File: src/inc/sesu_pkg.sv
// Package for the standard event status unit: bit positions, commands, error classes
package sesu_pkg;

  // ------------------------------------------------------------
  // Event register layout
  // ------------------------------------------------------------
  localparam int unsigned SESU_BIT_CME = 5;
  localparam int unsigned SESU_BIT_EXE = 4;
  localparam int unsigned SESU_BIT_DDE = 3;
  localparam int unsigned SESU_BIT_QUE = 2;
  localparam int unsigned SESU_BIT_OPC = 0;
  localparam logic [7:0] SESU_USED_MASK = 8'h3d;
  localparam logic [7:0] SESU_MASK_RESET = 8'h00;
  localparam logic [7:0] SESU_FLAGS_RESET = 8'h00;
  localparam int unsigned SESU_ESB_BIT = 5;

  // ------------------------------------------------------------
  // Error code classes (hundreds digit of the reported code)
  // ------------------------------------------------------------
  localparam logic [9:0] SESU_CLASS_100 = 10'h064;
  localparam logic [9:0] SESU_CLASS_200 = 10'h0c8;
  localparam logic [9:0] SESU_CLASS_300 = 10'h12c;
  localparam logic [9:0] SESU_CLASS_400 = 10'h190;
  localparam logic [9:0] SESU_CLASS_500 = 10'h1f4;

  // ------------------------------------------------------------
  // Common commands from the remote-interface parser
  // ------------------------------------------------------------
  typedef enum logic [2:0] {
    SESU_CMD_NONE = 3'h0,
    SESU_CMD_ESE_WR = 3'h1,
    SESU_CMD_ESE_RD = 3'h2,
    SESU_CMD_ESR_RD = 3'h3,
    SESU_CMD_CLS = 3'h4,
    SESU_CMD_OPC = 3'h5
  } sesu_cmd_e;

  // Command strobe with its data
  typedef struct packed {
    logic valid;
    sesu_cmd_e cmd;
    logic [7:0] data;
  } sesu_req_s;

  // Error report from the parser or the device
  typedef struct packed {
    logic valid;
    logic [9:0] code;
  } sesu_err_s;

  // Query answer
  typedef struct packed {
    logic valid;
    logic [7:0] data;
  } sesu_rsp_s;

  // Operation-complete tracker states, one-hot
  typedef enum logic [1:0] {
    SESU_OPC_IDLE = 2'b01,
    SESU_OPC_WAIT = 2'b10
  } sesu_opc_e;

endpackage : sesu_pkg

File: src/verilog/sesu_unit.sv
// Standard event status register bank with enable mask and summary bit
// How it works
// - Eight-bit enable mask, written by the enable command, reset to zero.
// - Summary output is OR of event bits whose mask bits are set.
// - Event and mask share layout: bits 5,4,3,2,0 used; 7,6,1 unused.
// - Event query returns flags and clears every flag not set again in the same cycle.
// - Error codes 100 to 199 set the command error flag.
// - Error codes 200 to 299 set the execution error flag.
// - Codes 300 to 399, or current/voltage error with questionable bit, set device flag.
// - Error codes 400 to 499 set the query error flag.
// - Clear-status clears events, operation, questionable and status byte; masks kept.
// - Clear-status empties the error queue and idles completion tracking.
// - Mask query returns the stored mask without changing it.
// - Completion command clears bit 0; sets it when pending work finishes.
`timescale 1ns/1ps
module sesu_unit
  import sesu_pkg::*;
(
  // Clock and reset
  input wire logic clk_sys_in,
  input wire logic reset_n_in,
  // Command strobe from the parser
  input wire sesu_req_s req_in,
  // Error reports
  input wire sesu_err_s err_in,
  input wire logic meas_err_in,
  input wire logic ques_bit_in,
  // Pending work indicator from the rest of the device
  input wire logic busy_in,
  // Answers and status
  output sesu_rsp_s rsp_out,
  output logic esb_out,
  output logic [7:0] flags_out,
  output logic [7:0] mask_out,
  output logic opc_wait_out,
  output logic clear_status_out
);

  // ------------------------------------------------------------
  // State
  // ------------------------------------------------------------
  logic [7:0] event_enable_mask;
  logic [7:0] standard_event_flags;
  logic esb;
  sesu_rsp_s rsp;
  sesu_opc_e opc_state;
  logic clr_pulse;
  logic opc_wait;
  logic [7:0] next_event_enable_mask;
  logic [7:0] next_standard_event_flags;
  logic next_esb;
  sesu_rsp_s next_rsp;
  sesu_opc_e next_opc_state;
  logic next_clr_pulse;
  logic next_opc_wait;
  logic [7:0] set_bits;
  logic [7:0] clr_bits;
  logic is_cls;
  logic is_esr;
  logic is_opc;

  // ------------------------------------------------------------
  // Event sources
  // ------------------------------------------------------------
  // Decode error classes and commands into per-bit set and clear terms
  always_comb begin
    set_bits = 8'h00;
    is_cls = req_in.valid && (req_in.cmd == SESU_CMD_CLS);
    is_esr = req_in.valid && (req_in.cmd == SESU_CMD_ESR_RD);
    is_opc = req_in.valid && (req_in.cmd == SESU_CMD_OPC);
    if (err_in.valid) begin
      if (err_in.code >= SESU_CLASS_100 && err_in.code < SESU_CLASS_200) begin
        set_bits[SESU_BIT_CME] = 1'b1;
      end else if (err_in.code >= SESU_CLASS_200 && err_in.code < SESU_CLASS_300) begin
        set_bits[SESU_BIT_EXE] = 1'b1;
      end else if (err_in.code >= SESU_CLASS_300 && err_in.code < SESU_CLASS_400) begin
        set_bits[SESU_BIT_DDE] = 1'b1;
      end else if (err_in.code >= SESU_CLASS_400 && err_in.code < SESU_CLASS_500) begin
        set_bits[SESU_BIT_QUE] = 1'b1;
      end
    end
    if (meas_err_in && ques_bit_in) begin
      set_bits[SESU_BIT_DDE] = 1'b1;
    end
    // Completion lands when waiting and work has drained
    if (opc_state == SESU_OPC_WAIT && !busy_in && !is_cls && !is_opc) begin
      set_bits[SESU_BIT_OPC] = 1'b1;
    end
    set_bits = set_bits & SESU_USED_MASK;
    // Read and clear-status wipe everything; completion command wipes bit 0
    clr_bits = (is_cls || is_esr) ? 8'hff : 8'h00;
    if (is_opc) begin
      clr_bits[SESU_BIT_OPC] = 1'b1;
    end
  end

  // ------------------------------------------------------------
  // Next values for flags, mask, summary, answers, tracker
  // ------------------------------------------------------------
  // New events win over a clear in the same cycle, so none is lost
  always_comb begin
    next_standard_event_flags = (standard_event_flags & ~clr_bits) | set_bits;
    next_event_enable_mask = event_enable_mask;
    if (req_in.valid && req_in.cmd == SESU_CMD_ESE_WR) begin
      next_event_enable_mask = req_in.data & SESU_USED_MASK;
    end
    // Summary computed from next values so it moves with them
    next_esb = |(next_standard_event_flags & next_event_enable_mask);
    next_rsp = '0;
    if (req_in.valid && req_in.cmd == SESU_CMD_ESE_RD) begin
      next_rsp.valid = 1'b1;
      next_rsp.data = event_enable_mask;
    end else if (is_esr) begin
      next_rsp.valid = 1'b1;
      next_rsp.data = standard_event_flags;
    end
    next_opc_state = opc_state;
    case (opc_state)
      SESU_OPC_IDLE: begin
        if (is_opc) begin
          next_opc_state = SESU_OPC_WAIT;
        end
      end
      SESU_OPC_WAIT: begin
        if (!busy_in) begin
          next_opc_state = SESU_OPC_IDLE;
        end
      end
      default: begin
        next_opc_state = SESU_OPC_IDLE;
      end
    endcase
    if (is_opc) begin
      next_opc_state = SESU_OPC_WAIT;
    end
    if (is_cls) begin
      next_opc_state = SESU_OPC_IDLE;
    end
    // Pulse tells the status byte, queue and other event registers to clear
    next_clr_pulse = is_cls;
    // Waiting flag kept in its own flop so the output needs no decode
    next_opc_wait = (next_opc_state == SESU_OPC_WAIT);
  end

  // Register stage
  always_ff @(posedge clk_sys_in or negedge reset_n_in) begin
    if (!reset_n_in) begin
      event_enable_mask <= SESU_MASK_RESET;
      standard_event_flags <= SESU_FLAGS_RESET;
      esb <= 1'b0;
      rsp <= '0;
      opc_state <= SESU_OPC_IDLE;
      clr_pulse <= 1'b0;
      opc_wait <= 1'b0;
    end else begin
      event_enable_mask <= next_event_enable_mask;
      standard_event_flags <= next_standard_event_flags;
      esb <= next_esb;
      rsp <= next_rsp;
      opc_state <= next_opc_state;
      clr_pulse <= next_clr_pulse;
      opc_wait <= next_opc_wait;
    end
  end

  // ------------------------------------------------------------
  // Outputs
  // ------------------------------------------------------------
  assign rsp_out = rsp;
  assign esb_out = esb;
  assign flags_out = standard_event_flags;
  assign mask_out = event_enable_mask;
  assign opc_wait_out = opc_wait;
  assign clear_status_out = clr_pulse;
endmodule : sesu_unit

File: config.mk
export PLATFORM = sky130hd
export DESIGN_NAME = sesu_unit
export DESIGN_NICKNAME = d
export VERILOG_FILES = /design/src/inc/sesu_pkg.sv /design/src/verilog/sesu_unit.sv
export SDC_FILE = /design/constraint.sdc
export NUM_CORES = 1
export LEC_CHECK = 0
export BUFFER_PORTS_ARGS = -buffer_cell sky130_fd_sc_hd__buf_2
export CAP_MARGIN = 25
export CORE_MARGIN = 8
export CORE_UTILIZATION = 30
export DETAILED_ROUTE_END_ITERATION = 16
export PLACE_DENSITY = 0.5
export SLEW_MARGIN = 15
export SYNTH_ARGS = -nofsm -noshare
export SYNTH_HDL_FRONTEND = slang
export SYNTH_SLANG_ARGS = --single-unit
export TNS_END_PERCENT = 1
File: constraint.sdc
create_clock -name clk_sys_in -period 2.75 [get_ports clk_sys_in]
set_clock_uncertainty 0.15 [all_clocks]
set_input_delay 0.275 -clock clk_sys_in [delete_from_list [all_inputs] [get_ports clk_sys_in]]
set_output_delay 0.275 -clock clk_sys_in [all_outputs]
set_load 0.01 [all_outputs]
==> flow_summary.json, run 1 <==
{
  "hold_class": "in2reg",
  "ys_warn_count": 0,
  "placed_cells": 212,
  "yosys.area_share.simple": 0.1523,
  "path_clk_slew_ns": 0.06,
  "stdcell_area_um2": 1760,
  "irDropWorstVdd_uv": 271.1,
  "cts-root-buf": "clkbuf_8",
  "ys_types": 40,
  "drv_slew": 0,
  "synth_seq_cells": 30,
  "io_pins": 56,
  "cp-end-kind": "flop",
  "clock-sinks": 30,
  "rsz0062_at_grt": "false",
  "first_global_vias": 1115,
  "hpwl_mm": 2.639,
  "setup_viol": 0,
  "start_util": 0.3079,
  "post-route-util": 0.4071,
  "p_leak_nw": 0.9130,
  "place_area_um2": 1655,
  "grt_pass1_wl_mm": 5.409,
  "dieHeight_um": 82.62,
  "fp.dieArea_um2": 6825,
  "nFillCells": 437,
  "antenna_found_initial": 0,
  "clk_path_buf_depth": 2,
  "vias_per_cell": 4.805,
  "p_per_area_nw_per_um2": 639.2,
  "drtIter0Drc": 69,
  "synth_top_family_by_area": "simple AND/OR/NAND/NOR gates",
  "worst_slack_ns": 0.7023,
  "grt_remaining_overflow": 0,
  "routed_wl_mm": 3.484,
  "core-area_um2": 4324,
  "syn_nets": 142,
  "crit_arrival_ns": 2.06,
  "synthArstFlopShare": 1.000,
  "finalCritPeriodShare": 0.7446,
  "critical_path_required_ns": 2.77,
  "drc": 0,
  "synth_compound_area_frac": 0.1297,
  "synth_xor_area_frac": 0,
  "status": "finished clean",
  "critPathKind": "reg2reg",
  "vias": 1062,
  "drive_gt1_frac": 0.3846,
  "avgSynthCellArea_um2": 11.99,
  "min_period_ns": 2.048,
  "synth_edf_count": 0,
  "finalHoldViolCount": 0,
  "detail-route-antenna-nets": 0,
  "layout_common_cells": "buf_2, dfrtp_1, mux2i_1, nor2_1",
  "worstMarginPinSlew_ns": 0.6699,
  "grt_start_max_net_pins": 31,
  "synth_area_um2": 1331,
  "clock_latency_ns": 0.28,
  "synth_adder_area_share": 0.02820,
  "synth.area.mux_share": 0.1015,
  "h-tree-depth": 2,
  "crit_fanout": 3,
  "final_cells": 221,
  "cts_buffers": 5,
  "nets": 199,
  "wire_per_inst_um": 15.76,
  "chipWidth_um": 82.62,
  "dr.pass1.iters": 4,
  "track_usage": 0.1064,
  "portBuffers": 50,
  "place.gp.congestion": 0.8310,
  "fin_setup_tns_ns": 0,
  "fmax_mhz": 488.4,
  "row_count": 24,
  "dp_slack_ns": 0.4760,
  "ys.flop_type": "dfrtp_1",
  "max_slew_margin": 0.5534,
  "cts_tree": "built",
  "start_kind": "flop",
  "synth.yosys.seq_area_share": 0.5648,
  "synthCells": 111,
  "drv_cap": 0,
  "diodes": 0,
  "syn_to_final_growth_pct": 32.24,
  "layout_commonest_cell": "buf_2"
}
==> path summary, 6_finish.rpt <==
check | to | from | slack [ns] | cells after the start
worst min-delay path | mask_out[0] | req_in[0] | 0.08 | 3
worst max-delay path | esb_out | opc_state[0] | 0.70 | 7
worst max register to register | esb_out | opc_state[0] | 0.70 | 7
worst min register to register | mask_out[6] | mask_out[6] | 0.40 | 1
max in group asynchronous | flags_out[2] | reset_n_in | 1.60 | 2
min in group asynchronous | rsp_out[6] | reset_n_in | 0.42 | 2
==> power breakdown <==
group          total [mW]  internal (mW)  leakage, nW  switching [mW]
logic               0.229          0.104        0.472           0.125
registers           0.530          0.496        0.393          0.0342
clock network       0.366          0.201       0.0472           0.166
==> per-layer routing <==
metal  routed length [um]  GRT usage  vias up
met5                    0          0        -
met4                   51    0.04655        0
met3                  376    0.04654        7
met2                 1599     0.1613       41
met1                 1457     0.1282      492
li1                     -          -      522
==> layout make-up <==
| type | count | area, um2 | area share |
|---|---|---|---|
| tap | 52 | 65.06 | 0.03696 |
| sequential | 30 | 752.0 | 0.4271 |
| multi-input combinational | 73 | 554.3 | 0.3149 |
| clock inverter | 2 | 12.51 | 0.007107 |
| clock buffer | 6 | 82.58 | 0.04691 |
| timing repair buffer | 53 | 275.3 | 0.1564 |
| inverter | 5 | 18.77 | 0.01066 |
==> synth_stat cells (all sizes together), types with 3 or more instances <==
library cell | count | share of area
nand2 | 4 | 0.011
a21oi | 3 | 0.011
nand3 | 3 | 0.011
inv | 5 | 0.014
mux2i | 9 | 0.068
nor2 | 9 | 0.025
dfrtp | 29 | 0.55
mux2 | 4 | 0.034
and2 | 3 | 0.014
ha | 3 | 0.028
nor2b | 6 | 0.028
==> kinds of logic after synthesis <==
group	after synthesis
simple gates	35
buf+inv	8
fa+ha+maj	3
compound gates	22
mux	13
flops	30
==> repair_timing <==
item                                    in CTS  in global routing
buffers inserted                             0                  0
hold buffers                                 1                  0
resized for setup                            0                  0
endpoints found under the setup margin       0                  0
endpoints found under the hold margin       29                  0
==> worst max-delay path, cell delays in order (launching register included) <==
cell and delay (ns):
dfstp_2 0.55, inv_1 0.05, ha_1 0.21, nor2b_1 0.14
a21oi_1 0.16, o32ai_1 0.12, a221o_1 0.30, a221o_1 0.26
==> registers in the layout, indices dropped and copies added, names as in the netlist <==
signal,cells
flags_out,8
opc_wait_out,1
clear_status_out,1
esb_out,1
rsp_out,9
opc_state,2
mask_out,8
==> per-stage QoR <==
| step | total power [mW] | hold slack [ns] |
|---|---|---|
| floorplan | 0.6594 | -0.1706 |
| global placement | 0.7594 | 0.1923 |
| detailed placement | 0.7701 | 0.1993 |
| CTS | 1.141 | 0.07214 |
| global route | 1.196 | 0.1046 |
| finish | 1.125 | 0.07524 |
(Power assumes the default switching activity.)
==> run 2: changes to the inputs <==
--- a/config.mk
+++ b/config.mk
@@ -5,12 +5,13 @@
 export SDC_FILE = /design/constraint.sdc
 export NUM_CORES = 1
 export LEC_CHECK = 0
+export ABC_AREA = 1
 export BUFFER_PORTS_ARGS = -buffer_cell sky130_fd_sc_hd__buf_2
 export CAP_MARGIN = 25
 export CORE_MARGIN = 8
 export CORE_UTILIZATION = 30
 export DETAILED_ROUTE_END_ITERATION = 16
-export PLACE_DENSITY = 0.5
+export PLACE_DENSITY = 0.52
 export SLEW_MARGIN = 15
 export SYNTH_ARGS = -nofsm -noshare
 export SYNTH_HDL_FRONTEND = slang
==> constraint.sdc (replaced) <==
create_clock -name clk_sys_in -period 1.85 [get_ports clk_sys_in]
set_clock_uncertainty 0.15 [all_clocks]
set_input_delay 0.185 -clock clk_sys_in [delete_from_list [all_inputs] [get_ports clk_sys_in]]
set_output_delay 0.185 -clock clk_sys_in [all_outputs]
set_load 0.01 [all_outputs]
==> run 2 against run 1 <==
Net effect:
- via count increased by 18%
- critical path depth is 2 higher
- register-to-register slack lost 0.49 ns
- largest power group unchanged
==> flow_summary.json, run 2 <==
{
  "seq_power_share": 0.467,
  "multiInputGateArea_um2": 551.8,
  "synth_area_leaders": "dfrtp_1, nand2_1, inv_1, nor2_1, nand3_1",
  "p_leak_nw": 1.097,
  "drv_slew": 0,
  "start_util": 0.3052,
  "vias": 1249,
  "wire_per_inst_um": 12.45,
  "h-tree-depth": 2,
  "ys_warn_count": 0,
  "finalCritPeriodShare": 0.8846,
  "cts_buffers": 5,
  "dieHeight_um": 84.86,
  "synthArstFlopShare": 1.000,
  "power_frac_clock": 0.318,
  "largest_reg_flops": 9,
  "rsz0062_at_grt": "false",
  "synthCells": 172,
  "comb_power_share": 0.215,
  "yosys-top-cells-count": "nand2_1, dfrtp_1, inv_1",
  "nFillCells": 508,
  "finalPower_mw": 1.684,
  "hold_class": "in2reg",
  "synth.yosys.seq_area_share": 0.5286,
  "layout_commonest_cell": "buf_2",
  "clk_path_buf_depth": 2,
  "crit_fanout": 3,
  "critPathKind": "reg2reg",
  "switching_share": 0.2964,
  "p_per_area_nw_per_um2": 900.7,
  "synth_edf_count": 0,
  "syn_nets": 203,
  "drv_cap": 0,
  "finalHoldViolCount": 0,
  "routed_wl_mm": 3.585,
  "cp-end-kind": "flop",
  "grt_remaining_overflow": 0,
  "hpwl_mm": 2.845,
  "synth.most_common_cell": "nand2_1",
  "place.gp.congestion": 0.7984,
  "worstMarginPinSlew_ns": 0.6627,
  "diodes": 0,
  "crit_arrival_ns": 1.65,
  "chipWidth_um": 84.86,
  "ys_types": 23,
  "portBuffers": 50,
  "grt_pass1_wl_mm": 6.023,
  "start_kind": "flop",
  "irDropWorstVdd_uv": 334.6,
  "row_count": 25,
  "fin_setup_tns_ns": 0,
  "internal_power_mw": 1.185,
  "clock_latency_ns": 0.27,
  "status": "finished clean",
  "avgSynthCellArea_um2": 8.271,
  "syn_to_final_growth_pct": 31.40,
  "core-area_um2": 4661,
  "vias_per_cell": 4.337,
  "path_clk_slew_ns": 0.06,
  "drtIter0Drc": 49,
  "track_usage": 0.1043,
  "cts-root-buf": "clkbuf_8",
  "clock-sinks": 30,
  "fp.dieArea_um2": 7201,
  "synth_seq_cells": 30,
  "nets": 264,
  "power.switching_uw": 499.0,
  "post_cts_buffers": 0,
  "first_global_vias": 1263,
  "fmax_mhz": 611.1,
  "max_slew_margin": 0.5582,
  "cts_tree": "built",
  "register_area_um2": 752.0,
  "setup_viol": 0,
  "detail-route-antenna-nets": 0,
  "drive_gt1_frac": 0.2949,
  "io_pins": 56,
  "dr.pass1.iters": 4,
  "grt_start_max_net_pins": 31,
  "synth_top_area_share": 0.5101,
  "min_period_ns": 1.636,
  "layout_common_cells": "buf_2, nand2_1, inv_1, dfrtp_1, nor2_1",
  "drc": 0,
  "ys.flop_type": "dfrtp_1",
  "critical_path_required_ns": 1.86,
  "yosysTopAreaCell": "dfrtp_1",
  "antenna_found_initial": 0,
  "synth_area_um2": 1423,
  "post_cts_resized": 0,
  "post-route-util": 0.4011
}
==> run 2: changes by cell type after synthesis, moves of 5 or more <==
cell | previous run | this run
nor2_1 | 9 | 18
o21ai_0 | 1 | 6
mux2i_1 | 9 | 0
nand3_1 | 3 | 12
nor2b_1 | 6 | 0
inv_1 | 5 | 29
nand2_1 | 4 | 49
==> run 2: logic make-up (layout without fill, tap and decap cells) <==
kind of cell	after synthesis	in the layout	share of synthesized area
fa+ha+maj	3	3	0.02639
flops	30	30	0.5286
simple gates	88	88	0.2709
compound gates	20	20	0.09059
buf+inv	31	93	0.08355
==> run 2: per-stage QoR <==
step / worst slack (ns) / hold slack, ns / cells / cell area, um2
2_1_floorplan: 0.3094 / -0.2606 / 172 / 1423
4_1_cts: 0.2034 / 0.007900 / 288 / 1869
5_1_grt: 0.1014 / 0.01741 / 288 / 1869
6_report: 0.2135 / 0.007220 / 288 / 1869
3_3_place_gp: 0.2303 / 0.1179 / 277 / 1748
3_5_place_dp: 0.2148 / 0.1199 / 277 / 1748
==> run 2: timing repair <==
| action | in CTS | in global routing |
|---|---|---|
| endpoints found under the setup margin | 0 | 0 |
| hold buffers | 3 | 0 |
| hold endpoints to repair | 31 | 0 |
==> run 2: path summary, 6_finish.rpt <==
path	depth (start not counted)	slack, ns	startpoint	to
max in group asynchronous	2	0.79	reset_n_in	rsp_out[1]
min in group asynchronous	2	0.33	reset_n_in	rsp_out[2]
max	9	0.21	opc_state[0]	esb_out
min reg2reg	1	0.38	flags_out[0]	rsp_out[0]
max reg2reg	9	0.21	opc_state[0]	esb_out
min	3	0.007	ques_bit_in	flags_out[3]
==> run 2: cell type report <==
| cell class | instances | area share |
|---|---|---|
| clock buffer | 7 | 0.04618 |
| clock inverter | 1 | 0.002677 |
| inverter | 31 | 0.06359 |
| multi-input combinational | 111 | 0.2952 |
| sequential | 30 | 0.4023 |
| tap | 54 | 0.03614 |
| timing repair buffer | 54 | 0.1539 |
==> run 2: power groups by stage <==
| stage | clock, mW | combinational, mW | sequential [mW] |
|---|---|---|---|
| 2_1_floorplan | 0 | 0.182 | 0.823 |
| 3_3_place_gp | 0 | 0.362 | 0.798 |
| 3_5_place_dp | 0 | 0.364 | 0.799 |
| 4_1_cts | 0.546 | 0.369 | 0.787 |
| 5_1_grt | 0.586 | 0.414 | 0.795 |
| 6_report | 0.536 | 0.361 | 0.787 |
==> run 2: per-layer routing <==
layer,share of wire,global-route usage
met1,0.47,0.1303
met2,0.47,0.1632
met3,0.062,0.03378
met4,0,0.03883
met5,0,0
==> run 2: worst max-delay path, stage by stage (launching register included) <==
cell and delay, ns:
dfstp_2 0.55, inv_1 0.06, ha_1 0.20, inv_1 0.06, or2_2 0.10, nand2_1 0.05, nand3_1 0.09, nand3_1 0.08
nor2_1 0.12, nand3_2 0.07
==> run 3: changes to the inputs <==
--- a/config.mk
+++ b/config.mk
@@ -8,7 +8,7 @@
 export ABC_AREA = 1
 export BUFFER_PORTS_ARGS = -buffer_cell sky130_fd_sc_hd__buf_2
 export CAP_MARGIN = 25
-export CORE_MARGIN = 8
+export CORE_MARGIN = 2
 export CORE_UTILIZATION = 30
 export DETAILED_ROUTE_END_ITERATION = 16
 export PLACE_DENSITY = 0.52
==> constraint.sdc (replaced) <==
create_clock -name clk_sys_in -period 1.85 [get_ports clk_sys_in]
set_clock_uncertainty 0.15 [all_clocks]
set_input_delay 0.0925 -clock clk_sys_in [delete_from_list [all_inputs] [get_ports clk_sys_in]]
set_output_delay 0.0925 -clock clk_sys_in [all_outputs]
set_load 0.01 [all_outputs]
==> run 3 against run 2 <==
Net effect:
- power rose by 1.5%
- clock power barely moved
- worst setup slack worse by 0.13 ns
- sequential share of layout area down 2.0 points
- clock-buffer cell count unchanged
- final area rose by 5.4%
- register-to-register slack improved by 0.02 ns
- critical path depth is 1 higher
- non-clock buffer count increased by 9
- die area decreased by 26%
- largest cell class unchanged
- largest power group unchanged
- highest routed layer is now met4
==> flow_summary.json, run 3 (same netlist as run 2, synthesis figures left out) <==
{
  "drv_cap": 0,
  "clock_latency_ns": 0.27,
  "dr.pass1.iters": 4,
  "cts-root-buf": "clkbuf_8",
  "irDropWorstVdd_uv": 230.7,
  "critical_path_required_ns": 1.91,
  "drive_gt1_frac": 0.2963,
  "clk_path_buf_depth": 2,
  "wire_per_inst_um": 11.83,
  "grt_start_max_net_pins": 31,
  "vias_per_cell": 4.481,
  "syn_to_final_growth_pct": 38.43,
  "fp.dieArea_um2": 5309,
  "finalHoldViolCount": 0,
  "layout_common_cells": "buf_2, nand2_1, dfrtp_1, inv_1, nor2_1",
  "path_clk_slew_ns": 0.06,
  "worst_slack_ns": 0.07901,
  "setup_viol": 0,
  "clock-sinks": 30,
  "h-tree-depth": 2,
  "vias": 1331,
  "fmax_mhz": 564.7,
  "drc": 0,
  "first_global_vias": 1246,
  "finalCritPeriodShare": 0.9573,
  "portBuffers": 50,
  "largest_reg_flops": 9,
  "cts_buffers": 5,
  "p_per_area_nw_per_um2": 867.4,
  "max_slew_margin": 0.5492,
  "grt_remaining_overflow": 0,
  "crit_arrival_ns": 1.83,
  "chipWidth_um": 72.86,
  "cts_tree": "built",
  "critPathKind": "in2reg",
  "min_period_ns": 1.771,
  "dp_slack_ns": 0.2200,
  "place.gp.congestion": 0.7897,
  "crit_fanout": 4,
  "worstMarginPinSlew_ns": 0.6761,
  "status": "finished clean",
  "rsz0062_at_grt": "false",
  "routed_wl_mm": 3.514,
  "post_cts_buffers": 0,
  "grt_pass1_wl_mm": 5.568,
  "start_util": 0.3052,
  "io_pins": 56,
  "antenna_found_initial": 0,
  "drtIter0Drc": 64,
  "drv_slew": 0,
  "core-area_um2": 4661,
  "track_usage": 0.1368,
  "diodes": 0,
  "start_kind": "input port",
  "cp-end-kind": "flop",
  "post-route-util": 0.4226,
  "hold_class": "in2reg",
  "p_leak_nw": 1.133,
  "layout_commonest_cell": "buf_2",
  "detail-route-antenna-nets": 0,
  "fin_setup_tns_ns": 0,
  "row_count": 25,
  "nets": 273,
  "dieHeight_um": 72.86,
  "hpwl_mm": 2.572
}
[run 3: changes by cell type in the layout (fill, tap and decap cells not counted)]
| cell | delta |
|---|---|
| dlygate4sd3_1 | +9 |
| inv_1 | -1 |
| inv_2 | +1 |
| nand2_1 | -1 |
| nand2_2 | +1 |
| nor2_1 | -1 |
| nor2_4 | +1 |
[run 3: routing by layer]
metal	wire length, um	track usage	vias up
li1	-	-	678
met1	1780	0.1871	621
met2	1588	0.2152	30
met3	121	0.03177	2
met4	23	0.04321	0
met5	0	0	-
[run 3: where the power goes]
part | switching [mW] | internal, mW
sequential | 0.0471 | 0.739
combinational | 0.222 | 0.162
clock | 0.238 | 0.300
total | 0.507 | 1.20
[run 3: path summary, 6_finish.rpt]
path,startpoint,endpoint,slack (ns),cells after the start
worst max-delay path,err_in[9],flags_out[2],0.08,10
worst min-delay path,req_in[8],opc_state[0],0.07,4
worst max register to register,opc_state[0],esb_out,0.23,9
worst min register to register,mask_out[6],mask_out[6],0.37,2
max in group asynchronous,reset_n_in,opc_state[1],0.87,2
min in group asynchronous,reset_n_in,rsp_out[0],0.24,2
[run 3: through the flow]
| stage | total power, mW | cell area (um2) | instances | hold slack, ns |
|---|---|---|---|---|
| floorplan | 1.004 | 1423 | 172 | -0.3531 |
| detailed placement | 1.160 | 1748 | 277 | 0.02635 |
| global placement | 1.157 | 1748 | 277 | 0.02770 |
| finish | 1.708 | 1969 | 297 | 0.07309 |
| global route | 1.825 | 1969 | 297 | 0.09184 |
| CTS | 1.732 | 1959 | 297 | 0.06869 |
[run 3: repair_timing]
action                                 in CTS  in global routing
gates resized for setup                     0                  4
setup endpoints to repair                   0                  1
hold buffers                               12                  0
endpoints found under the hold margin      39                  0
[run 3: cell type report]
cell class / instances / area, um2
fill: 471 / 2691
sequential: 30 / 752.0
multi-input combinational: 111 / 561.8
timing repair buffer: 63 / 377.9
inverter: 31 / 118.9
clock buffer: 7 / 86.33
tap: 54 / 67.56
clock inverter: 1 / 5.005
[run 3: critical path, stage by stage]
cell           delay [ns]
dlygate4sd3_1        0.53
buf_2                0.14
inv_2                0.08
nand2_2              0.07
nor2_4               0.10
nor2_1               0.04
nand2_1              0.07
nand3_1              0.08
nand2_1              0.08
dlygate4sd3_1        0.55
